**src/core/smfc_defines.svh**
```systemverilog
`ifndef SMFC_DEFINES_SVH
`define SMFC_DEFINES_SVH

// clock and watchdog timing
`define SMFC_CLK_NS       40
`define SMFC_CLK_KHZ      25000
`define SMFC_WD_TIME_MS   100
`define SMFC_WD_W         22
// each start-up step after the self test lasts this long; the self test lasts one cycle less
`define SMFC_STEP_TIME_NS 640
`define SMFC_STEP_CYC     ((`SMFC_STEP_TIME_NS + `SMFC_CLK_NS - 1) / `SMFC_CLK_NS)
`define SMFC_STEP_W       5

// link opcode layout, first byte of a frame, msb first
`define SMFC_OP_W         8
`define SMFC_BIT_W        4
`define SMFC_OP_POSITION  8'h13
`define SMFC_OP_RESTART   8'h2F

// gain loop: 47% and 63.5% of a 2^15 span
`define SMFC_GAIN_W       8
`define SMFC_FIELD_W      16
`define SMFC_NORM_LO      16'h3C29
`define SMFC_NORM_HI      16'h5147

`define SMFC_INIT_W       4
`define SMFC_BG_W         3
`define SMFC_EXC_W        4

`endif

```
**src/core/smfc_pkg.sv**
```systemverilog
`include "smfc_defines.svh"

package smfc_pkg;

  typedef enum logic [2:0] {
    ST_RESET = 3'h0,
    ST_BIST  = 3'h1,
    ST_GAIN  = 3'h2,
    ST_TEMP  = 3'h3,
    ST_DIAG  = 3'h4,
    ST_LINK  = 3'h5,
    ST_RUN   = 3'h6,
    ST_FAIL  = 3'h7
  } smfc_st_type;

  typedef enum logic [2:0] {
    RP_READY    = 3'h0,
    RP_POSITION = 3'h1,
    RP_EMPTY    = 3'h2,
    RP_ERROR    = 3'h3,
    RP_LINK_ERR = 3'h4,
    RP_OTHER    = 3'h5
  } smfc_reply_type;

  typedef struct packed {
    logic sclk;
    logic ss_n;
    logic mosi;
  } smfc_link_type;

  typedef struct packed {
    smfc_st_type              st;
    logic [`SMFC_STEP_W-1:0]  step_cnt;
    logic [`SMFC_WD_W-1:0]    wd_cnt;
    logic [`SMFC_GAIN_W-1:0]  gain;
    smfc_link_type            sync1;
    smfc_link_type            sync2;
    smfc_link_type            prev;
    logic [`SMFC_BIT_W-1:0]   bit_cnt;
    logic [`SMFC_OP_W-1:0]    opcode;
    logic                     ready_sent;
    logic                     prot_pend;
    logic                     err_follow;
    logic                     reply_valid;
    smfc_reply_type           reply_kind;
    logic                     err_lo;
    logic                     err_hi;
  } smfc_state_type;

endpackage : smfc_pkg

```
**src/core/smfc_mode_ctrl.sv**
```systemverilog
// Operation
// - watchdog reset acts as power-on reset; first reply afterwards is ready
// - an empty reply caused by protection error is followed by an error reply
// - start-up runs self tests, gain adjust, temperature, first diagnostics
// - diagnostics keep running throughout normal operation
// - serial link stays disabled until start-up ends; enabling is last
// - digital error enters fail-safe, blocking position calculation and position replies
// - fail-safe holds analog off and stops diagnostics and background tasks
// - fail-safe waits for the master to request a reset
// - fail-safe leaves watchdog unserviced so it resets after 100 ms
// - fail-safe keeps only the link; restart is the only command obeyed
// - fail-safe answers every command except restart with the link-error reply
// - init failure of ram, watchdog, rom or eeprom test enters fail-safe
// - background ram, rom or eeprom check failure enters fail-safe
// - system exceptions and firmware flow errors enter fail-safe
// - gain code is recomputed once per position request
// - new gain code derives from field magnitude over x, y, z
// - gain loop keeps magnitude within 47%..63.5%, code within floor..ceiling
// - diagnostic failures are reported via the two error flags
// - equal floor and ceiling hold the gain code fixed
`timescale 1ns/1ns
`include "smfc_defines.svh"

module smfc_mode_ctrl
  import smfc_pkg::*;
#(
  parameter int WD_CYCLES = `SMFC_WD_TIME_MS * `SMFC_CLK_KHZ
) (
  input  wire logic                     MCLK_I,
  input  wire logic                     NRST_I,
  input  wire logic                     SCLK_I,
  input  wire logic                     SS_N_I,
  input  wire logic                     MOSI_I,
  input  wire logic [`SMFC_INIT_W-1:0]  INIT_FAIL_I,
  input  wire logic [`SMFC_BG_W-1:0]    BG_FAIL_I,
  input  wire logic [`SMFC_EXC_W-1:0]   EXC_I,
  input  wire logic                     FLOW_ERR_I,
  input  wire logic                     PROT_ERR_I,
  input  wire logic                     WD_KICK_I,
  input  wire logic [1:0]               DIAG_REPORT_I,
  input  wire logic [`SMFC_FIELD_W-1:0] FIELD_X_I,
  input  wire logic [`SMFC_FIELD_W-1:0] FIELD_Y_I,
  input  wire logic [`SMFC_FIELD_W-1:0] FIELD_Z_I,
  input  wire logic [`SMFC_GAIN_W-1:0]  GAIN_FLOOR_I,
  input  wire logic [`SMFC_GAIN_W-1:0]  GAIN_CEIL_I,
  output logic                          BIST_RUN_O,
  output logic                          GAIN_ADJ_O,
  output logic                          TEMP_ACQ_O,
  output logic                          DIAG_RUN_O,
  output logic                          BG_RUN_O,
  output logic                          ANALOG_ON_O,
  output logic                          LINK_EN_O,
  output logic                          POS_EN_O,
  output logic                          FAILSAFE_O,
  output logic [`SMFC_GAIN_W-1:0]       GAIN_CODE_O,
  output logic                          REPLY_VALID_O,
  output smfc_reply_type                REPLY_KIND_O,
  output logic                          ERR_FLAG_LOW_O,
  output logic                          ERR_FLAG_HIGH_O
);

  localparam logic [`SMFC_STEP_W-1:0] STEP_LAST = `SMFC_STEP_W'(`SMFC_STEP_CYC - 1);
  localparam logic [`SMFC_WD_W-1:0]   WD_LAST   = `SMFC_WD_W'(WD_CYCLES - 1);

  smfc_state_type              s;
  smfc_state_type              next_s;
  logic                        sclk_rise;
  logic                        frame_end;
  logic                        step_end;
  logic                        wd_expire;
  logic                        any_exc;
  logic                        bg_fail;
  logic                        is_restart;
  logic [`SMFC_FIELD_W-1:0]    ax;
  logic [`SMFC_FIELD_W-1:0]    ay;
  logic [`SMFC_FIELD_W-1:0]    az;
  logic [`SMFC_FIELD_W-1:0]    norm;
  logic [`SMFC_GAIN_W-1:0]     gain_new;

  ////////////////////////////////////////////////////////////////////////////
  // decoded levels

  // edge history resets to zero, so gating with the link hides the false edge
  assign sclk_rise  = LINK_EN_O & s.sync2.sclk & ~s.prev.sclk;
  assign frame_end  = LINK_EN_O & s.sync2.ss_n & ~s.prev.ss_n;
  assign step_end   = (s.step_cnt == STEP_LAST);
  assign wd_expire  = (s.wd_cnt == WD_LAST);
  assign any_exc    = (|EXC_I) | FLOW_ERR_I;
  assign bg_fail    = |BG_FAIL_I;
  assign is_restart = (s.opcode == `SMFC_OP_RESTART);

  assign BIST_RUN_O  = (s.st == ST_BIST);
  assign GAIN_ADJ_O  = (s.st == ST_GAIN);
  assign TEMP_ACQ_O  = (s.st == ST_TEMP);
  assign DIAG_RUN_O  = (s.st == ST_DIAG) || (s.st == ST_RUN);
  assign BG_RUN_O    = (s.st == ST_RUN);
  assign ANALOG_ON_O = (s.st != ST_FAIL) && (s.st != ST_RESET);
  assign LINK_EN_O   = (s.st == ST_RUN) || (s.st == ST_FAIL);
  assign POS_EN_O    = (s.st == ST_RUN);
  assign FAILSAFE_O  = (s.st == ST_FAIL);

  assign GAIN_CODE_O     = s.gain;
  assign REPLY_VALID_O   = s.reply_valid;
  assign REPLY_KIND_O    = s.reply_kind;
  assign ERR_FLAG_LOW_O  = s.err_lo;
  assign ERR_FLAG_HIGH_O = s.err_hi;

  ////////////////////////////////////////////////////////////////////////////
  // gain loop

  // magnitude is the largest absolute component
  always_comb begin
    ax   = FIELD_X_I[`SMFC_FIELD_W-1] ? `SMFC_FIELD_W'(-FIELD_X_I) : FIELD_X_I;
    ay   = FIELD_Y_I[`SMFC_FIELD_W-1] ? `SMFC_FIELD_W'(-FIELD_Y_I) : FIELD_Y_I;
    az   = FIELD_Z_I[`SMFC_FIELD_W-1] ? `SMFC_FIELD_W'(-FIELD_Z_I) : FIELD_Z_I;
    norm = (ax > ay) ? ax : ay;
    if (az > norm) begin
      norm = az;
    end
  end

  // one step per call keeps the loop slew-limited, trading tracking speed for stability
  always_comb begin
    gain_new = s.gain;
    if (norm < `SMFC_NORM_LO && s.gain < GAIN_CEIL_I) begin
      gain_new = s.gain + `SMFC_GAIN_W'(1);
    end else if (norm > `SMFC_NORM_HI && s.gain > GAIN_FLOOR_I) begin
      gain_new = s.gain - `SMFC_GAIN_W'(1);
    end
    if (gain_new < GAIN_FLOOR_I) begin
      gain_new = GAIN_FLOOR_I;
    end
    if (gain_new > GAIN_CEIL_I) begin
      gain_new = GAIN_CEIL_I;
    end
    if (GAIN_FLOOR_I == GAIN_CEIL_I) begin
      gain_new = GAIN_FLOOR_I;
    end
  end

  ////////////////////////////////////////////////////////////////////////////
  // next state

  always_comb begin
    next_s             = s;
    next_s.reply_valid = 1'b0;
    next_s.sync1       = '{sclk: SCLK_I, ss_n: SS_N_I, mosi: MOSI_I};
    next_s.sync2       = s.sync1;
    next_s.prev        = s.sync2;

    // opcode capture, ignored while the link is off
    if (LINK_EN_O && !s.sync2.ss_n && sclk_rise && s.bit_cnt < `SMFC_BIT_W'(`SMFC_OP_W)) begin
      next_s.opcode  = {s.opcode[`SMFC_OP_W-2:0], s.sync2.mosi};
      next_s.bit_cnt = s.bit_cnt + `SMFC_BIT_W'(1);
    end
    if (frame_end) begin
      next_s.bit_cnt = '0;
    end

    if (s.st != ST_RUN && s.st != ST_FAIL) begin
      next_s.step_cnt = step_end ? '0 : s.step_cnt + `SMFC_STEP_W'(1);
    end

    // fail-safe never services the watchdog
    // counted before the case so that a restart clears it like a reset
    next_s.wd_cnt = (WD_KICK_I && s.st != ST_FAIL) ? '0 : s.wd_cnt + `SMFC_WD_W'(1);

    case (s.st)
      ST_RESET: begin
        next_s.st = ST_BIST;
      end
      ST_BIST: begin
        if (step_end) begin
          next_s.st = (|INIT_FAIL_I) ? ST_FAIL : ST_GAIN;
        end
      end
      ST_GAIN: begin
        next_s.gain = gain_new;
        if (step_end) begin
          next_s.st = ST_TEMP;
        end
      end
      ST_TEMP: begin
        if (step_end) begin
          next_s.st = ST_DIAG;
        end
      end
      ST_DIAG: begin
        if (step_end) begin
          next_s.st = ST_LINK;
        end
      end
      ST_LINK: begin
        if (step_end) begin
          next_s.st = ST_RUN;
        end
      end
      ST_RUN: begin
        if (PROT_ERR_I) begin
          next_s.prot_pend = 1'b1;
        end
        if (frame_end) begin
          next_s.reply_valid = 1'b1;
          if (!s.ready_sent) begin
            next_s.reply_kind = RP_READY;
            next_s.ready_sent = 1'b1;
          end else if (s.prot_pend) begin
            next_s.reply_kind = RP_EMPTY;
            next_s.prot_pend  = PROT_ERR_I;
            next_s.err_follow = 1'b1;
          end else if (s.err_follow) begin
            next_s.reply_kind = RP_ERROR;
            next_s.err_follow = 1'b0;
          end else if (s.opcode == `SMFC_OP_POSITION) begin
            next_s.reply_kind = RP_POSITION;
            next_s.gain       = gain_new;
            next_s.err_lo     = DIAG_REPORT_I[0];
            next_s.err_hi     = DIAG_REPORT_I[1];
          end else begin
            next_s.reply_kind = RP_OTHER;
          end
          if (is_restart) begin
            next_s = '0;
          end
        end
      end
      ST_FAIL: begin
        // link-error to all but restart, the only command obeyed
        if (frame_end) begin
          next_s.reply_valid = 1'b1;
          next_s.reply_kind  = RP_LINK_ERR;
          if (is_restart) begin
            next_s = '0;
          end
        end
      end
      default: begin
        next_s.st = ST_RESET;
      end
    endcase

    if (s.st != ST_FAIL && s.st != ST_RESET && any_exc) begin
      next_s.st = ST_FAIL;
    end
    if (DIAG_RUN_O && bg_fail) begin
      next_s.st = ST_FAIL;
    end

    if (wd_expire) begin
      next_s = '0;
    end
  end

  always_ff @(posedge MCLK_I) begin
    if (!NRST_I) begin
      s <= '0;
    end else begin
      s <= next_s;
    end
  end
endmodule : smfc_mode_ctrl

```
**config.mk**
```make
export PLATFORM = sky130hd
export DESIGN_NAME = smfc_mode_ctrl
export DESIGN_NICKNAME = d
export VERILOG_FILES = /design/src/core/smfc_pkg.sv /design/src/core/smfc_mode_ctrl.sv
export VERILOG_INCLUDE_DIRS = /design/src /design/src/core
export SDC_FILE = /design/constraint.sdc
export NUM_CORES = 1
export LEC_CHECK = 0
export BUFFER_PORTS_ARGS = -buffer_cell sky130_fd_sc_hd__clkbuf_2
export CAP_MARGIN = 5
export CORE_UTILIZATION = 40
export DETAILED_ROUTE_END_ITERATION = 12
export GPL_ROUTABILITY_DRIVEN = 0
export SLEW_MARGIN = 40
export SYNTH_ARGS = -nofsm -noshare
export SYNTH_HDL_FRONTEND = slang
export SYNTH_SLANG_ARGS = --single-unit
```
**constraint.sdc**
```tcl
create_clock -name MCLK_I -period 14.84 [get_ports MCLK_I]
set_clock_uncertainty 0.05 [all_clocks]
set_input_delay 2.968 -clock MCLK_I [delete_from_list [all_inputs] [get_ports MCLK_I]]
set_output_delay 2.968 -clock MCLK_I [all_outputs]
set_load 0.03 [all_outputs]
```
Yosys cells after proc, flatten, opt, wreduce, memory -nomap -nowiden
Cells that the tools add are included.

storage, ports and cells
  register bits after elaboration = 67
  input bits = 85
  output and inout port bits = 23

operators by class
  add/subtract/negate cells = 8
  magnitude comparators = 9
  equality and inequality tests = 30
  mux-type cells = 47
  bitwise logic cells = 8
  reduce and logical (&&, ||, !) cells = 28

operator list
  operator                                                      number
  2-to-1 mux 68 bit                                             4
  2-to-1 mux 16 bit                                             5
  2-to-1 mux 8 bit                                              9
  one-hot mux 30 bit (2 select lines)                           1
  one-hot mux 27 bit (2 select lines)                           1
  negation 16 bit                                               3
  2-to-1 mux 3 bit                                              12
  > comparator 16 bit                                           2
  != test 4 x 1 -> 1 bit, second input constant                 7
  one-hot mux 3 bit (8 select lines)                            1
  one-hot mux 8 bit (3 select lines)                            1
  adder 22 x 1 -> 22 bit, second input constant                 1
  == test 22 bit, second input constant                         1
  2-to-1 mux 22 bit                                             1
  > comparator 16 x 15 -> 1 bit, second input constant          1
  > comparator 8 bit                                            2
  less-than comparator 16 x 14 -> 1 bit, second input constant  1
  less-than comparator 8 bit                                    2
  AND reduction 8 bit                                           2
  == test 3 bit, second input constant                          4
  2-to-1 mux 12 bit                                             1
  logical AND 1 bit                                             10
  2-to-1 mux 2 bit                                              5
  2-to-1 mux 5 bit                                              2
  other kinds (34)                                              51

Longest topological paths before layout
  depth in word-level cells = 24
  gate-level depth with buffers = 56

Worst setup path after synthesis
OpenSTA, ideal clock, no wires.

  kind = input-to-reg
  start point = input port FIELD_Y_I[3]
  end point = register s (netlist bit GAIN_CODE_O[1])
  library setup time = 133 ps
  arrival time = 12,425 ps
  required time = 14,657 ps
  path slack = 2,232 ps
  cell stages on the path = 52
  buffers on the path = 5
  cells stage by stage = or3_1 -> clkbuf_1 -> or2_2 -> o41ai_1 -> xor2_1 -> ha_1 -> a21o_1 -> a21o_1 -> a21o_1 -> a21o_1 -> a311o_2 -> nand2_2 -> buf_6 -> buf_2 -> clkbuf_1 -> o21ai_0 -> ha_1 -> o21ai_0 -> [16 not listed] -> nor2_1 -> inv_1 -> nor4_1 -> a311oi_2 -> buf_6 -> nor2_2 -> nor2_1 -> ha_1 -> nor2b_1 -> o21a_1 -> o21ai_0 -> nand2b_1 -> a21oi_1 -> o21ai_0 -> o31a_1 -> and2_1 -> a222oi_1 -> o31ai_1

between the ends
  word-level cells in the longest chain between the ends = 22

ends and longest elaborated chain
  what                                     line                   RTL
  start: declaration                       smfc_mode_ctrl.sv:42   input wire logic [`SMFC_FIELD_W-1:0] FIELD_Y_I,
  negation 16 bit                          smfc_mode_ctrl.sv:114  ay = FIELD_Y_I[`SMFC_FIELD_W-1] ? `SMFC_FIELD_W'(-FIELD_Y_I) : FIELD_Y_I;
  2-to-1 mux 16 bit *                      smfc_mode_ctrl.sv:114
  > comparator 16 bit                      smfc_mode_ctrl.sv:116  norm = (ax > ay) ? ax : ay;
  2-to-1 mux 16 bit *                      smfc_mode_ctrl.sv:116
  > comparator 16 bit                      smfc_mode_ctrl.sv:117  if (az > norm) begin
  2-to-1 mux 16 bit *                      smfc_mode_ctrl.sv:117
  > comparator 16 x 15 -> 1 bit (no line)  n/a
  logical AND 1 bit                        smfc_mode_ctrl.sv:127  end else if (norm > `SMFC_NORM_HI && s.gain > GAIN_FLOOR_I) begin
  [6 not listed]                           n/a
  2-to-1 mux 8 bit *                       smfc_mode_ctrl.sv:136  if (GAIN_FLOOR_I == GAIN_CEIL_I) begin
  2-to-1 mux 8 bit                         smfc_mode_ctrl.sv:214  end else if (s.opcode == `SMFC_OP_POSITION) begin
  2-to-1 mux 8 bit                         smfc_mode_ctrl.sv:211  end else if (s.err_follow) begin
  2-to-1 mux 8 bit                         smfc_mode_ctrl.sv:207  end else if (s.prot_pend) begin
  2-to-1 mux 8 bit                         smfc_mode_ctrl.sv:204  if (!s.ready_sent) begin
  2-to-1 mux 68 bit                        smfc_mode_ctrl.sv:222  if (is_restart) begin
  2-to-1 mux 68 bit                        smfc_mode_ctrl.sv:202  if (frame_end) begin
  one-hot mux 8 bit (3 select lines) *     smfc_mode_ctrl.sv:168  case (s.st)
  end signal: assignment                   smfc_mode_ctrl.sv:258  s <= next_s;
  end: declaration                         smfc_mode_ctrl.sv:65   smfc_state_type s;

Every way passes the cells marked *; elsewhere a longest branch is shown, timed or not. The select of a mux whose other input is x is not followed.
A chain may end at the register's enable or synchronous reset.

Worst setup path in the final report
  start point = input port FIELD_Y_I[3]
  end point = register s (netlist bit GAIN_CODE_O[2])

Same word-level chain as after synthesis.

==> results.yml <==
routing:
  met1Wirelength_um: 8960
  wl_met2_um: 8310
  top_layer_used: "met4"
  ant_nets: 0
  dr.pass1.iters: 5
  drc: 0
  met3_length_um: 736
  avgRoutedWirePerCell_um: 14.9
  vias_per_cell: 5.52
  vias: 6770
  wl_um: 18200
  drtIter0Drc: 417
sta:
  max_freq_ghz: 0.0743
  setup_viol: 0
  min_period_ns: 13.47
  post-route-period-util_pct: 90.7
  max_slew_margin_pct: 48.6
  setup_tns_ns: 0
  finalHoldViolations: 0
  drv_slew: 0
  grt_setup_unrepaired: "no"
  worst_pin_slew_ns: 0.771
floorplanning:
  initial_utilization_pct: 41.2
  die_height_um: 133
  dieArea_um2: 17700
  core_area_um2: 16700
  fp.dieW_um: 133
  ios: 108
  row_count: 47
yosys:
  ys_ff_latch: 67
  synthTopCellsByArea: "dfxtp_1 (20%), ha_1 (13%), nor2_1 (5.1%)"
  netlist_instances: 917
  ys_types: 80
  synth_nets: 1071
  synthFlopType: "dfxtp_1"
  yosysTopAreaCellShare_pct: 19.5
  synth_top_cell_by_area: "dfxtp_1"
  synth_edf_count: 0
  synth.cell_area_um2: 6880
  async_flop_share_pct: 0
  synth_common_cells: "nor2_1 (94), nand2_1 (87), ha_1 (69), dfxtp_1 (67), o21ai_0 (57)"
  ys_seq_area_share_pct: 19.5
  synth.avg_cell_area_um2: 7.50
  ys_warn_count: 0
  synth_most_common_cell: "nor2_1"
global_route:
  grt_util_all_layers_pct: 20.7
  grt_max_degree: 33
  grt_pass1_vias: 6206
  grt_overflow: 0
  grt_pass1_wl_um: 30100
  antenna_found_initial: 0
pwr:
  vdd_drop_max_mv: 0.0689
  p_leak_nw: 3.39
  p_sw_share_pct: 42.4
  power_frac_clock_pct: 26.9
  pwr-share-seq_pct: 26.5
  pwr_density_cell_nw_per_um2: 105
  switching_power_mw: 0.348
  internal-power_mw: 0.473
  combPwrFrac_pct: 46.7
run:
  max_cap_violations: 0
place:
  dpl.cell_count: 1211
  portBuffers: 107
  dp_hpwl_um: 14600
cells_and_area:
  fill_cells: 1709
  fin_nets: 1156
  seq_area_um2: 1340
  final_cells: 1227
  antenna_cells: 0
  multi_input_area_um2: 5160
  area_growth_syn_to_layout_pct: 14.0
  drive_gt1_share_pct: 15.4
critical_path:
  critPathRequiredTime_ns: 15.00
  path_buf_inv: 3
  cpMostUsedCell: "o21ai_0"
  max_stage_delay_ns: 0.52
  crit_path_start_kind: "input port"
  cp.arrival_ns: 13.63
  critPathMaxFanout: 32
  path_delay_family: "compound AO/OA/AOI/OAI gates"
  crit_type: "in -> reg"
  cp_slowest_cell: "nor3b_2"
  setup.worst_path.end_class: "flop"
clocking:
  clock-root-buffer: "clkbuf_16"
  clockBufferDepth: 2
  numCtsBuffers: 9
  clock_sinks: 67
  cts_tree: "built"
  cts_setup_buffers: 0
  insertion_delay_ns: 0.33
  h-tree-depth: 3
  clk_pin_slew_ns: 0.06
run_status:
  status: "finished clean"
hold_path:
  hp-class: "reg -> reg"
flip-flops by register name (all words and copies together) (netlist names):
signal and cells:
ERR_FLAG_HIGH_O 1, ERR_FLAG_LOW_O 1, GAIN_CODE_O 8, REPLY_KIND_O 3
REPLY_VALID_O 1, s 53
repair_timing:
action                                  in CTS  in global routing
hold buffers                                 0                  0
gates resized for setup                      0                  1
endpoints found under the setup margin       0                  2
per-stage QoR:
stage               worst slack, ns  area (µm²)  power [mW]  utilization (%)  hold slack [ns]
floorplan                      2.23        6880       0.505                -            0.356
global placement               1.31        7520       0.598             45.0            0.378
detailed placement             1.02        7530       0.599             45.1            0.365
CTS                            1.34        7830       0.820             46.9            0.395
global route                  0.168        7840       0.882             47.0            0.424
finish                         1.38        7840       0.820             47.0            0.387
cells by family after synthesis:
family / count (synthesis) / synth area share [%]
DFF: 67 / 19.5
adders and majority gates: 69 / 12.6
AOI/OAI and AO/OA: 220 / 21.9
xor gates and xnor gates: 72 / 9.28
buffers and inverters: 88 / 5.82
and+or+nand+nor: 383 / 28.3
muxes: 18 / 2.64
worst paths after layout:
path                  start              to  slack, ns  depth (start not counted)
min                   s[27]           s[24]       0.39                          1
max            FIELD_Y_I[3]  GAIN_CODE_O[2]       1.38                         48
max reg2reg  GAIN_CODE_O[1]  GAIN_CODE_O[2]       7.71                         34
min reg2reg           s[27]           s[24]       0.39                          1
worst register-to-register path: cells and delay by family (launching register included):
kind	cells	cell delay, ns
DFF	1	0.59
buffers and inverters	1	0.15
and+or+nand+nor	11	1.92
adders and majority gates	3	0.91
AOI/OAI and AO/OA	18	3.11
xor gates and xnor gates	1	0.29
power groups by stage:
| stage | Combinational [mW] | Clock (mW) | Sequential [mW] |
|---|---|---|---|
| after floorplan | 0.298 | 0 | 0.207 |
| after global placement | 0.377 | 0 | 0.221 |
| after detailed placement | 0.378 | 0 | 0.220 |
| after CTS | 0.380 | 0.224 | 0.217 |
| after global routing | 0.430 | 0.231 | 0.220 |
| final | 0.383 | 0.220 | 0.217 |
layout by cell type (no fill, tap or decap), types with 9 or more instances in the layout:
cell | synthesis | routed
nand2b_1 | 17 | 17
ha_1 | 69 | 69
nand2_1 | 87 | 87
xnor2_1 | 32 | 32
and3_1 | 16 | 16
or3_1 | 10 | 10
o21ai_0 | 57 | 57
nor3_1 | 26 | 26
xor2_1 | 39 | 39
inv_1 | 50 | 50
nand3_1 | 37 | 37
a21oi_1 | 42 | 42
o31ai_1 | 14 | 14
nand4_1 | 15 | 15
mux2i_1 | 17 | 17
o21a_1 | 9 | 9
and2_1 | 12 | 12
nor2_1 | 94 | 93
nor2b_1 | 13 | 13
clkbuf_2 | 0 | 107
dfxtp_1 | 67 | 67
nor4_1 | 15 | 14
clkbuf_16 | 0 | 9
a21o_1 | 16 | 16
area by class of cell:
cell class	instances	area share, %
clock buffer	9	2.87
clock inverter	7	1.04
inverter	51	2.44
multi-input combinational	762	65.8
sequential	67	17.1
tap	220	3.51
timing repair buffer	111	7.21
per-layer routing:
layer	up-vias	GRT usage [%]
li1	3508	-
met1	3091	28.9
met2	155	33.4
met3	16	2.55
met4	0	5.37
met5	-	0
(Power assumes the default switching activity.)
